**src/inc/burner_input_supervisor_regs.vh**
```
// constants for the burner input supervisor: offsets, fields, resets, timing
// assumes byte addresses on an 8-bit wishbone address, 32-bit data
`ifndef BURNER_INPUT_SUPERVISOR_REGS_VH
`define BURNER_INPUT_SUPERVISOR_REGS_VH

// ----------------------------------------------------------------
// register offsets
// ----------------------------------------------------------------
`define ADR_CFG        8'h00
`define ADR_MSG_DLY    8'h04
`define ADR_REACT      8'h08
`define ADR_GAS_LIM    8'h0C
`define ADR_STATUS     8'h10
`define ADR_CAUSE      8'h14

// ----------------------------------------------------------------
// configuration fields (lsb positions)
// ----------------------------------------------------------------
`define F_CPI          0
`define F_START2       2
`define F_GAS_LOW      5
`define F_GAS_HIGH     7
`define F_OIL_LOW      8
`define F_OIL_HIGH     10
`define F_OIL_PERMIT   11

// closed-contact check modes
`define CPI_OFF        2'h0
`define CPI_GAS        2'h1
`define CPI_GAS_OIL    2'h2
`define CPI_OIL        2'h3
// second input modes
`define S2_OFF         3'h0
`define S2_PERMIT      3'h1
`define S2_CPI_GAS     3'h2
`define S2_CPI_GAS_OIL 3'h3
`define S2_CPI_OIL     3'h4
// gas low check modes
`define GL_ACT         2'h0
`define GL_DEACT_XOGP  2'h1
`define GL_DEACT       2'h2
// oil low check modes
`define OL_ACT         2'h0
`define OL_FROM_TS     2'h1
`define OL_DEACT       2'h2
// oil permit modes
`define OP_ACT         2'h0
`define OP_DEACT       2'h1
`define OP_REDUND      2'h2

// ----------------------------------------------------------------
// reset values
// ----------------------------------------------------------------
`define RST_CFG        32'h0000_0000
`define RST_MSG_DLY    16'h0000
`define RST_REACT      16'h0014
`define RST_GAS_LIM    16'h012C

// ----------------------------------------------------------------
// sequence phases
// ----------------------------------------------------------------
`define PH_STANDBY     8'h0C
`define PH_PERMIT      8'h15
`define PH_CLOSE_END1  8'h26
`define PH_HEAVY_OIL_GAS_PILOT_PREIGN 8'h2C
`define PH_OPEN_A      8'h36
`define PH_OPEN_B      8'h3C
`define PH_CLOSE_BEG2  8'h48
`define PH_CLOSE_END2  8'h4E

// ----------------------------------------------------------------
// timing
// ----------------------------------------------------------------
`define CLK_MHZ        100
`define TICK_MS        10
`define TICK_CYCLES    (`TICK_MS * `CLK_MHZ * 1000)
`define REACT_MIN_MS   200
`define REACT_MIN_TICKS ((`REACT_MIN_MS + `TICK_MS - 1) / `TICK_MS)

`endif

```
**src/hdl/hold_timer.v**
```verilog
// tick-based hold timer: flags expiry once a condition has held long enough
// assumes tick is a one-cycle pulse in the clk_sys domain
`timescale 1ns/100ps
`default_nettype none

module hold_timer #(
  parameter W = 16
) (
  // clock and reset
  input  wire         clk_sys,
  input  wire         rst,
  // timing control
  input  wire         tick,
  input  wire         run,
  input  wire [W-1:0] limit,
  // result
  output reg          expired_q
);

  reg [W-1:0] cnt_q;

  // counter saturates so a long hold never wraps back to not expired
  always @(posedge clk_sys or posedge rst) begin
    if (rst) begin
      cnt_q     <= {W{1'b0}};
      expired_q <= 1'b0;
    end else if (!run) begin
      cnt_q     <= {W{1'b0}};
      expired_q <= 1'b0;
    end else begin
      if (tick && (cnt_q != {W{1'b1}}))
        cnt_q <= cnt_q + {{(W-1){1'b0}}, 1'b1};
      expired_q <= (cnt_q >= limit);
    end
  end

endmodule // hold_timer

`default_nettype wire

```
**src/hdl/burner_input_supervisor.v**
```verilog
// burner input supervisor: safety input checks against phase and fuel
// assumes phase and status strobes come from the sequencer on clk_sys;
// contact and switch pins are asynchronous and are synchronised here
//
// Function
// - oil valve contact, oil firing: closed 12-38, 72-78, open 54, 60.
// - oil valve contact, gas firing: closed 12-38, 54, 60, 72-78.
// - contact open in standby blocks start and raises a message.
// - start block message delayed by a configurable time.
// - gas valve contact checked on both fuels with swapped patterns.
// - gas+oil contact uses the open 54/60 pattern on both fuels.
// - second input: off, gas permit, or any contact check mode.
// - gas low pressure evaluated on gas or gas pilot from phase 21.
// - missing gas pressure starts shortage; loss shuts burner down.
// - gas low check: active, off for gas pilot programs, or off.
// - pressure loss in safety time reacts after configurable delay.
// - gas start permit evaluated like gas low; loss shuts down.
// - gas high pressure from first safety time gives safety shutdown.
// - standard oil low expects pressure in preignition, else safety.
// - oil low from safety time ignores preignition.
// - oil high pressure on oil firing gives safety shutdown.
// - oil start permit on oil from phase 21; loss shuts down.
//
// The Wishbone slave port and the placing of the registers were left to the implementer.
`timescale 1ns/100ps
`default_nettype none
`include "burner_input_supervisor_regs.vh"

module burner_input_supervisor #(
  parameter TICK_CYCLES = `TICK_CYCLES,
  parameter TICK_W      = 20
) (
  // clock and reset
  input  wire        clk_sys,
  input  wire        rst,
  // wishbone slave
  input  wire        wb_cyc_i,
  input  wire        wb_stb_i,
  input  wire        wb_we_i,
  input  wire [7:0]  wb_adr_i,
  input  wire [3:0]  wb_sel_i,
  input  wire [31:0] wb_dat_i,
  output reg  [31:0] wb_dat_o,
  output reg         wb_ack_o,
  // sequencer state
  input  wire [7:0]  phase,
  input  wire        fuel_gas,
  input  wire        gas_pilot,
  input  wire        heavy_oil,
  input  wire        preignition,
  input  wire        first_safety_started,
  input  wire        safety_time,
  input  wire        second_safety_done,
  // contact and switch pins
  input  wire        valve_closed_contact,
  input  wire        second_contact,
  input  wire        gas_low_ok,
  input  wire        gas_high_trip,
  input  wire        oil_low_ok,
  input  wire        oil_high_trip,
  input  wire        oil_start_permit,
  input  wire        flame_contact,
  // reactions
  output reg         start_block_q,
  output reg         start_block_msg_q,
  output reg         shutdown_q,
  output reg         safety_shutdown_q,
  output reg         gas_shortage_q
);

  // ----------------------------------------------------------------
  // helpers
  // ----------------------------------------------------------------
  // returns {fault, standby_open} for one closed-contact input
  function [1:0] cpi_eval;
    input [1:0] mode;
    input       gas;
    input [7:0] ph;
    input       closed;
    reg         pat_open;
    reg         closed_ph;
    reg         open_ph;
    reg         stby;
    begin
      pat_open  = (mode == `CPI_GAS_OIL) ||
                  ((mode == `CPI_GAS) && gas) ||
                  ((mode == `CPI_OIL) && !gas);
      closed_ph = ((ph >= `PH_STANDBY) && (ph <= `PH_CLOSE_END1)) ||
                  ((ph >= `PH_CLOSE_BEG2) && (ph <= `PH_CLOSE_END2));
      open_ph   = (ph == `PH_OPEN_A) || (ph == `PH_OPEN_B);
      stby      = (ph == `PH_STANDBY);
      if (mode == `CPI_OFF) begin
        cpi_eval = 2'h0;
      end else begin
        cpi_eval[0] = stby && !closed;
        // other patterns want the contact closed in 54/60 too
        cpi_eval[1] = !stby && ((closed_ph && !closed) ||
                      (open_ph && (pat_open ? closed : !closed)));
      end
    end
  endfunction

  // byte-lane merge for register writes
  function [31:0] lane_merge;
    input [31:0] old;
    input [31:0] wdat;
    input [3:0]  sel;
    integer      i;
    begin
      lane_merge = old;
      for (i = 0; i < 4; i = i + 1) begin
        if (sel[i])
          lane_merge[i*8 +: 8] = wdat[i*8 +: 8];
      end
    end
  endfunction

  // ----------------------------------------------------------------
  // pin synchronisers
  // ----------------------------------------------------------------
  wire [7:0] pins_raw = {flame_contact, oil_start_permit, oil_high_trip,
                         oil_low_ok, gas_high_trip, gas_low_ok,
                         second_contact, valve_closed_contact};
  reg  [7:0] pins_meta_q;
  reg  [7:0] pins_q;

  always @(posedge clk_sys or posedge rst) begin
    if (rst) begin
      pins_meta_q <= 8'h00;
      pins_q      <= 8'h00;
    end else begin
      pins_meta_q <= pins_raw;
      pins_q      <= pins_meta_q;
    end
  end

  // ----------------------------------------------------------------
  // tick prescaler
  // ----------------------------------------------------------------
  localparam integer      TICK_LAST_I = TICK_CYCLES - 1;
  localparam [TICK_W-1:0] TICK_LAST   = TICK_LAST_I[TICK_W-1:0];
  reg [TICK_W-1:0] tick_cnt_q;
  reg              tick_q;

  always @(posedge clk_sys or posedge rst) begin
    if (rst) begin
      tick_cnt_q <= {TICK_W{1'b0}};
      tick_q     <= 1'b0;
    end else begin
      tick_q     <= (tick_cnt_q == TICK_LAST);
      tick_cnt_q <= (tick_cnt_q == TICK_LAST) ? {TICK_W{1'b0}} :
                    tick_cnt_q + {{(TICK_W-1){1'b0}}, 1'b1};
    end
  end

  // ----------------------------------------------------------------
  // registers
  // ----------------------------------------------------------------
  reg  [31:0] cfg_q;
  reg  [15:0] msg_dly_q;
  reg  [15:0] react_q;
  reg  [15:0] gas_lim_q;
  reg  [9:0]  cause_q;
  reg  [9:0]  event_c;

  wire [1:0] cpi_mode  = cfg_q[`F_CPI +: 2];
  wire [2:0] s2_mode   = cfg_q[`F_START2 +: 3];
  wire [1:0] gl_mode   = cfg_q[`F_GAS_LOW +: 2];
  wire       gh_en     = cfg_q[`F_GAS_HIGH];
  wire [1:0] ol_mode   = cfg_q[`F_OIL_LOW +: 2];
  wire       oh_en     = cfg_q[`F_OIL_HIGH];
  wire [1:0] op_mode   = cfg_q[`F_OIL_PERMIT +: 2];

  wire       wb_req    = wb_cyc_i && wb_stb_i && !wb_ack_o;
  wire       wb_wr     = wb_req && wb_we_i;
  wire [31:0] cfg_new  = lane_merge(cfg_q, wb_dat_i, wb_sel_i);
  wire [31:0] w16_new  = lane_merge(32'h0000_0000, wb_dat_i, wb_sel_i);
  wire [31:0] dly_new  = lane_merge({16'h0000, msg_dly_q}, wb_dat_i, wb_sel_i);
  wire [15:0] w1c_mask = (wb_wr && (wb_adr_i == `ADR_CAUSE)) ?
                         w16_new[15:0] : 16'h0000;

  reg [31:0] rd_c;
  always @* begin
    case (wb_adr_i)
      `ADR_CFG:     rd_c = cfg_q;
      `ADR_MSG_DLY: rd_c = {16'h0000, msg_dly_q};
      `ADR_REACT:   rd_c = {16'h0000, react_q};
      `ADR_GAS_LIM: rd_c = {16'h0000, gas_lim_q};
      `ADR_STATUS:  rd_c = {16'h0000, pins_q, 3'h0, gas_shortage_q,
                            safety_shutdown_q, shutdown_q,
                            start_block_msg_q, start_block_q};
      `ADR_CAUSE:   rd_c = {22'h00_0000, cause_q};
      default:      rd_c = 32'h0000_0000;
    endcase
  end

  // unmapped reads return zero and writes are dropped, still acked
  always @(posedge clk_sys or posedge rst) begin
    if (rst) begin
      wb_ack_o  <= 1'b0;
      wb_dat_o  <= 32'h0000_0000;
      cfg_q     <= `RST_CFG;
      msg_dly_q <= `RST_MSG_DLY;
      react_q   <= `RST_REACT;
      gas_lim_q <= `RST_GAS_LIM;
      cause_q   <= 10'h000;
    end else begin
      wb_ack_o <= wb_req;
      if (wb_req)
        wb_dat_o <= rd_c;
      if (wb_wr) begin
        case (wb_adr_i)
          `ADR_CFG:     cfg_q     <= cfg_new;
          `ADR_MSG_DLY: msg_dly_q <= dly_new[15:0];
          `ADR_REACT:   react_q   <= w16_new[15:0];
          `ADR_GAS_LIM: gas_lim_q <= w16_new[15:0];
          default:      ;
        endcase
      end
      // a new event in the clearing cycle stays set
      cause_q <= (cause_q & ~w1c_mask[9:0]) | event_c;
    end
  end

  // ----------------------------------------------------------------
  // input evaluation
  // ----------------------------------------------------------------
  wire       fire_oil   = !fuel_gas;
  wire       at_permit  = (phase == `PH_PERMIT);
  wire       past_perm  = (phase > `PH_PERMIT);
  wire       from_perm  = (phase >= `PH_PERMIT);
  wire [1:0] s2_cpi     = (s2_mode == `S2_CPI_GAS)     ? `CPI_GAS :
                          (s2_mode == `S2_CPI_GAS_OIL) ? `CPI_GAS_OIL :
                          (s2_mode == `S2_CPI_OIL)     ? `CPI_OIL :
                          `CPI_OFF;
  wire [1:0] cpi_a      = cpi_eval(cpi_mode, fuel_gas, phase, pins_q[0]);
  wire [1:0] cpi_b      = cpi_eval(s2_cpi, fuel_gas, phase, pins_q[1]);

  // gas window closes at the end of the second safety time
  wire gas_win   = from_perm && !second_safety_done &&
                   (fuel_gas || gas_pilot);
  wire gl_on     = gas_win && (gl_mode != `GL_DEACT) &&
                   (fuel_gas || (gl_mode == `GL_ACT));
  wire gl_miss   = gl_on && !pins_q[2];
  wire gp_lost   = gas_win && (s2_mode == `S2_PERMIT) && !pins_q[1];
  wire gh_trip   = gh_en && fuel_gas && first_safety_started &&
                   pins_q[3];

  wire ol_win    = (ol_mode == `OL_ACT) ?
                   (preignition || first_safety_started ||
                    (heavy_oil && gas_pilot &&
                     (phase == `PH_HEAVY_OIL_GAS_PILOT_PREIGN))) :
                   (ol_mode == `OL_FROM_TS) && first_safety_started;
  wire ol_miss   = fire_oil && ol_win && !pins_q[4];
  wire oh_trip   = oh_en && fire_oil && pins_q[5];
  wire op_lost   = (op_mode == `OP_ACT) && fire_oil && from_perm &&
                   !pins_q[6];
  // relies on the redundancy contact being wired inverse
  wire red_fault = (op_mode == `OP_REDUND) &&
                   (pins_q[6] == pins_q[7]);

  // ----------------------------------------------------------------
  // delays
  // ----------------------------------------------------------------
  // reaction time clamped to 0.2 s .. gas safety time limit
  wire [31:0] react_mw  = `REACT_MIN_TICKS;
  wire [15:0] react_min = react_mw[15:0];
  wire [15:0] react_cap = (react_q > gas_lim_q) ? gas_lim_q : react_q;
  wire [15:0] react_lim = (react_cap < react_min) ? react_min :
                          react_cap;
  wire gl_exp;
  wire ol_exp;
  wire msg_exp;

  hold_timer #(.W(16)) u_gas_react (
    .clk_sys   (clk_sys),
    .rst       (rst),
    .tick      (tick_q),
    .run       (gl_miss && past_perm && safety_time),
    .limit     (react_lim),
    .expired_q (gl_exp)
  );

  hold_timer #(.W(16)) u_oil_react (
    .clk_sys   (clk_sys),
    .rst       (rst),
    .tick      (tick_q),
    .run       (ol_miss && safety_time),
    .limit     (react_lim),
    .expired_q (ol_exp)
  );

  // message only; the start block itself is never delayed
  hold_timer #(.W(16)) u_msg_delay (
    .clk_sys   (clk_sys),
    .rst       (rst),
    .tick      (tick_q),
    .run       (cpi_a[0] || cpi_b[0]),
    .limit     (msg_dly_q),
    .expired_q (msg_exp)
  );

  // pressure shocks in safety time are ridden through
  wire gl_lost  = gl_miss && past_perm && (!safety_time || gl_exp);
  wire ol_fail  = ol_miss && (!safety_time || ol_exp);
  wire shortage = gl_miss && at_permit;
  wire cpi_flt  = cpi_a[1] || cpi_b[1];
  wire stby_opn = cpi_a[0] || cpi_b[0];

  always @* begin
    event_c = {red_fault, op_lost, oh_trip, ol_fail, gh_trip, gp_lost,
               gl_lost, shortage, cpi_flt, stby_opn};
  end

  // ----------------------------------------------------------------
  // reaction outputs
  // ----------------------------------------------------------------
  always @(posedge clk_sys or posedge rst) begin
    if (rst) begin
      start_block_q     <= 1'b0;
      start_block_msg_q <= 1'b0;
      shutdown_q        <= 1'b0;
      safety_shutdown_q <= 1'b0;
      gas_shortage_q    <= 1'b0;
    end else begin
      start_block_q     <= stby_opn;
      start_block_msg_q <= stby_opn && msg_exp;
      shutdown_q        <= gl_lost || gp_lost || op_lost;
      safety_shutdown_q <= cpi_flt || gh_trip || ol_fail ||
                           oh_trip || red_fault;
      gas_shortage_q    <= shortage;
    end
  end

endmodule // burner_input_supervisor

`default_nettype wire

```
**config.mk**
```make
export PLATFORM = sky130hd
export DESIGN_NAME = burner_input_supervisor
export DESIGN_NICKNAME = d
export VERILOG_FILES = /design/src/hdl/hold_timer.v /design/src/hdl/burner_input_supervisor.v
export VERILOG_INCLUDE_DIRS = /design/src /design/src/inc
export SDC_FILE = /design/constraint.sdc
export NUM_CORES = 1
export LEC_CHECK = 0
export ABC_AREA = 1
export BUFFER_PORTS_ARGS = -buffer_cell sky130_fd_sc_hd__buf_2
export CAP_MARGIN = 10
export CORE_UTILIZATION = 32
export DETAILED_ROUTE_END_ITERATION = 6
export HOLD_SLACK_MARGIN = 0.1
export SYNTH_ARGS = -nofsm -noshare
export SYNTH_HDL_FRONTEND = slang
export SYNTH_SLANG_ARGS = --single-unit
```
**constraint.sdc**
```tcl
create_clock -name clk_sys -period 6.02 [get_ports clk_sys]
set_clock_uncertainty 0.1 [all_clocks]
set_input_delay 0 -clock clk_sys [delete_from_list [all_inputs] [get_ports clk_sys]]
set_output_delay 0 -clock clk_sys [all_outputs]
set_load 0.05 [all_outputs]
```
=== Word-level counts from Yosys, hierarchy flattened ===
Cells that the tools add are included.

* Bits in registers: 216
* Bits in latches: 0
* RAM bits: 0
* Memory bits (read-only): 0
* Output and inout bits: 38
* Memories kept: 0

* $add $sub $neg: 4
* Multipliers: 0
* Divide/modulo/power cells: 0
* Order comparisons: 11
* Eq/ne operators: 31
* Shifts and indexed selects: 0
* Multiplexer cells: 24
* Bitwise operators: 3
* Reductions and logical operators: 95

{| class="wikitable"
|+ Operator list
! kind !! number
|-
| $pmux W32 S6 || 1
|-
| $mux W16 || 8
|-
| $logic_and A1 B1 Y1 || 49
|-
| $add A16 B1 Y16 const B || 3
|-
| $ge A16 B16 Y1 || 3
|-
| $ne A16 B16 Y1 const B || 3
|-
| $eq A8 B4 Y1 const B || 3
|-
| $eq A8 B5 Y1 const B || 3
|-
| $eq A8 B6 Y1 const B || 3
|-
| $logic_or A1 B1 Y1 || 22
|-
| $add A20 B1 Y20 const B || 1
|-
| $eq A20 B20 Y1 const B || 1
|-
| $mux W20 || 1
|-
| $reduce_and A3 Y1 || 6
|-
| $gt A16 B16 Y1 || 1
|-
| $lt A16 B5 Y1 const B || 1
|-
| $mux W8 || 2
|-
| $and A10 B10 Y10 || 1
|-
| $eq A2 B2 Y1 const B || 5
|-
| $logic_not A1 Y1 || 10
|-
| $logic_not A2 Y1 || 5
|-
| $mux W10 || 1
|-
| $mux W2 || 5
|-
| $not A10 Y10 || 1
|-
| other kinds (18) || 29
|}

=== Longest topological paths before layout ===
* Depth in word-level cells: 18
* Gate-level depth with buffers: 33
* Gate-level depth less buffers: 32

=== Cells and area by module ===
A second synthesis with hierarchy kept.

* Cell total of the unflattened synthesis: 1643
* Area total of the unflattened synthesis: 12638.4 um^2

{| class="wikitable"
|+ By module, submodules not included
! module !! times used !! cells each !! area an instance (um^2)
|-
| burner_input_supervisor || 1 || 980 || 8119.0
|-
| hold_timer || 3 || 221 || 1506.4
|}

=== Least setup slack after synthesis ===
OpenSTA, ideal clock, no wires.

* Path kind: flip-flop to flip-flop
* From: register gas_lim_q[3]
* To: register u_oil_react.expired_q
* Library setup time: 122 ps
* Data arrival time: 3052 ps
* Setup slack: 2746 ps
* Stages on the path, launching flop included: 30
* Buffers on the path: 1
* Clock period less this slack: 3274 ps
* Cell sequence: dfstp_2 -> inv_1 -> ha_1 -> nand2_1 -> inv_1 -> nand2_1 -> nand2_1 -> nand2_1 -> nand2_1 -> nand2_1 -> nand2_2 -> buf_4 -> nand3_1 -> nand2_2 -> a21oi_1 -> nor2_1 -> nand2_2 -> inv_1 -> a211oi_1 -> ha_1 -> o21ai_0 -> nand2_1 -> o21ai_0 -> inv_1 -> nand2_1 -> nand2_1 -> nand2_1 -> nand2_1 -> nand2_1 -> a21oi_2

* Longest elaborated chain between the ends: 6

{| class="wikitable"
|+ Ends and longest elaborated chain
! what !! RTL line !! RTL
|-
| start, declared || burner_input_supervisor.v:162 || <nowiki>reg [15:0] gas_lim_q;</nowiki>
|-
| start signal, assigned || burner_input_supervisor.v:205 || <nowiki>gas_lim_q <= `RST_GAS_LIM;</nowiki>
|-
| start signal, assigned || burner_input_supervisor.v:216 || <nowiki>`ADR_GAS_LIM: gas_lim_q <= w16_new[15:0];</nowiki>
|-
| $gt A16 B16 Y1 || burner_input_supervisor.v:268 || <nowiki>wire [15:0] react_cap = (react_q > gas_lim_q) ? gas_lim_q : react_q;</nowiki>
|-
| $mux W16 (*) || burner_input_supervisor.v:268 ||
|-
| $lt A16 B5 Y1 || burner_input_supervisor.v:269 || <nowiki>wire [15:0] react_lim = (react_cap < react_min) ? react_min :</nowiki>
|-
| $mux W16 (*) || burner_input_supervisor.v:269 ||
|-
| $ge A16 B16 Y1 (*) || hold_timer.v:33 || <nowiki>expired_q <= (cnt_q >= limit);</nowiki>
|-
| $mux W1 (*) || hold_timer.v:27 || <nowiki>end else if (!run) begin</nowiki>
|-
| end signal, assigned || hold_timer.v:33 ||
|-
| end, declared || hold_timer.v:17 || <nowiki>output reg expired_q</nowiki>
|}

Every way passes the cells marked *; elsewhere a longest branch is shown, timed or not.
A chain may end at the register's enable or synchronous reset.

=== Worst setup path after layout ===
* From: register gas_lim_q[8]
* To: register u_oil_react.expired_q

Same word-level chain as after synthesis.

==> qor.yml <==
outcome:
  status: "finished clean"
floorplan:
  start_util_pct: 32.8
  num_io_pins: 110
  num_rows: 68
  core-area_mm2: 0.0348
  die_w_um: 191
  die_h_um: 191
  dieArea_mm2: 0.0365
yosys:
  synth_nets: 1504
  synth_edf_count: 0
  syn_avg_cell_area_um2: 8.36
  synth_fa_ha_area_share_pct: 7.23
  synth-simple-area-share_pct: 21.4
  synth_top_family_by_area: "simple AND/OR/NAND/NOR gates"
  ys.warnings.count: 0
  synthTopCellsByArea: "dfrtp_1 46%, nand2_1 10%, ha_1 7.2%"
  synth_compound_gate_area_share_pct: 13.8
  yosysMostFrequentCell: "nand2_1"
  synth_area_leader_cell: "dfrtp_1"
  synthTopCellsByCount: "318 x nand2_1, 210 x dfrtp_1, 182 x inv_1, 139 x o21ai_0, 86 x nor2_1"
  synthDistinctLibCells: 52
  ys_seq_area_share_pct: 47.4
  synthXorXnorAreaFrac_pct: 1.15
  async_reset_ff_share_pct: 100
  muxShareOfSynthArea_pct: 1.58
  synth_flop_cell: "dfrtp_1"
  synthCells: 1366
  syn-cell-area_mm2: 0.0114
  ys_ff_latch: 216
  synth_top_area_share_pct: 46.0
cts:
  cts.repair.resized: 0
  cts_buffers: 26
  cts_sinks: 216
  clk_pin_slew_ns: 0.06
  cts-root-buf: "clkbuf_16"
  clk_path_buf_depth: 3
  cts_tree: "done"
  clock_latency_ns: 0.55
  htree_levels: 1
global_routing:
  grt_overflow: 0
  antenna_found_initial: 2
  grt_usage_pct: 18.1
  grt_max_degree: 85
  grt_pass1_wl_um: 52500
  grt_pass1_vias: 10100
placed_design:
  place_congestion: 0.856
  io_buffers: 109
  dp_hpwl_um: 23700
route:
  routed-via-count: 10100
  dr.pass1.iters: 5
  wl_um: 32300
  wl_per_cell_um: 15.7
  vias_per_cell: 4.93
  drt_iter0_drc: 578
  drc: 0
  ant_nets: 0
worst_setup_path:
  end_kind: "flop"
  worstSetupPathType: "reg -> reg"
  start_kind: "flop"
  critical_path_peak_fanout: 20
  required_ns: 6.32
  arrival_ns: 4.25
power:
  p_total_w: 0.00355
  powerDensity_mw_per_mm2: 246
  ir_drop_v: 0.000199
  power.leakage_nw: 6.70
sta:
  slew_headroom_pct: 35.4
  rsz0062_at_grt: "false"
  fin_crit_sh_pct: 65.5
  finalHoldViolCount: 0
  fin_setup_tns_ns: 0
  whs_ns: 0.123
  setup_viol: 0
  min_period_ns: 3.95
  worst_slew_pin_slew_ns: 0.966
  fmaxAchievable_ghz: 0.253
  drv_slew: 0
final_layout:
  areaGrowthSynthToFinish_pct: 26.1
  post-route-util_pct: 41.4
  n_fill_cell: 3404
  nNetsFinal: 1714
  drive_gt1_share_pct: 14.1
flow_run:
  max-cap-violations: 0
hold_path:
  holdCritPathClass: "in -> reg"
-- report_power, final --
| part | internal [W] | total [W] | switching (W) |
|---|---|---|---|
| Combinational | 0.000112 | 0.000320 | 0.000208 |
| Clock | 0.00109 | 0.00174 | 0.000655 |
| Sequential | 0.00147 | 0.00149 | 0.0000142 |
| Total | 0.00267 | 0.00355 | 0.000878 |
-- critical path, stage by stage, from the launching register on --
cell and delay, ns:
dfstp_2 0.56, inv_1 0.05, ha_1 0.27, nand4_1 0.09, nor3_2 0.18, nand3_2 0.26
nand2_2 0.40, nand2_1 0.10, nand2_1 0.11, nor2_1 0.05, nand2_1 0.08, nor2_2 0.05
nand2_2 0.08, inv_1 0.06, a211oi_1 0.29, ha_1 0.30, o21ai_0 0.16, nand2_1 0.08
o21ai_0 0.14, inv_1 0.06, nand2_1 0.06, nand2_1 0.05, nand2_1 0.05, nand2_1 0.04
nand2_1 0.08, a21oi_2 0.05
-- per-stage QoR --
stage | std cells | worst slack, ns | area, um2
after floorplan | 1366 | 0.0223 | 11400
after global placement | 1905 | 2.18 | 12500
after detailed placement | 1905 | 2.10 | 12500
after CTS | 2051 | 2.05 | 14400
after global routing | 2053 | 1.55 | 14400
final | 2053 | 2.07 | 14400
-- registers in the layout, indices dropped and copies added, names as in the netlist, 8 cells and up --
name and flops:
cause_q 10, cfg_q 32, gas_lim_q 16, msg_dly_q 16, pins_meta_q 8, pins_q 8
react_q 16, tick_cnt_q 20, u_gas_react.cnt_q 16, u_msg_delay.cnt_q 16, u_oil_react.cnt_q 16, wb_dat_o 32
-- placed cells by master (no fill, tap or decap), drive strengths merged, types with 3 or more instances in the layout --
master and count:
a21oi 63, ha 66, and3 3, a221oi 13
buf 115, nor3 52, bufinv 5, a31oi 9
mux2 16, o21a 4, nand3 51, clkinv 8
nor3b 7, o221ai 4, nand4 13, nor2 91
a211oi 12, xor2 13, dfrtp 210, o21ai 143
o211ai 6, nor4 11, nand2 328, dlygate4sd3 98
clkbuf 36, o22ai 6, dfstp 6, inv 187
-- per-layer routing --
layer	up-vias	part of all wire, %	global-route usage, %
li1	4967	-	-
met1	4860	44	23.4
met2	228	48	30.8
met3	75	3.9	2.26
met4	0	3.9	7.11
met5	-	0	0
-- final cells by class --
cell class / count / area [um2] / area share, %
sequential: 216 / 5410 / 37.6
multi-input combinational: 930 / 5170 / 35.9
timing repair buffer: 213 / 1570 / 10.9
clock buffer: 36 / 748 / 5.20
inverter: 189 / 717 / 4.98
tap: 455 / 569 / 3.95
clock inverter: 12 / 213 / 1.48
antenna: 2 / 5.00 / 0.0347
-- worst paths after layout --
path / start / end / slack (ns) / depth (start not counted)
min in group asynchronous: rst / wb_dat_o[30] / 0.60 / 4
worst min-delay path: wb_adr_i[0] / wb_dat_o[8] / 0.12 / 6
max in group asynchronous: rst / u_gas_react.cnt_q[6] / 3.87 / 5
worst max-delay path: gas_lim_q[8] / u_oil_react.expired_q / 2.07 / 25
worst min register to register: pins_meta_q[6] / pins_q[6] / 0.25 / 0
worst max register to register: gas_lim_q[8] / u_oil_react.expired_q / 2.07 / 25
-- cell families (layout without fill, tap and decap cells) --
logic type	Yosys count	in the layout
AND/OR/NAND/NOR	559	559
AO/OA/AOI/OAI	274	274
buffers and inverters	220	450
flip-flops	216	216
adder cells (fa/ha/maj)	66	66
multiplexers	16	16
XOR/XNOR	15	15
other	0	2
-- what timing repair did --
action,CTS,global route
hold buffers,98,0
setup endpoints to repair,0,0
endpoints found under the hold margin,225,0
setup buffers,0,0
No activity file was read; power rests on OpenSTA's default activity.
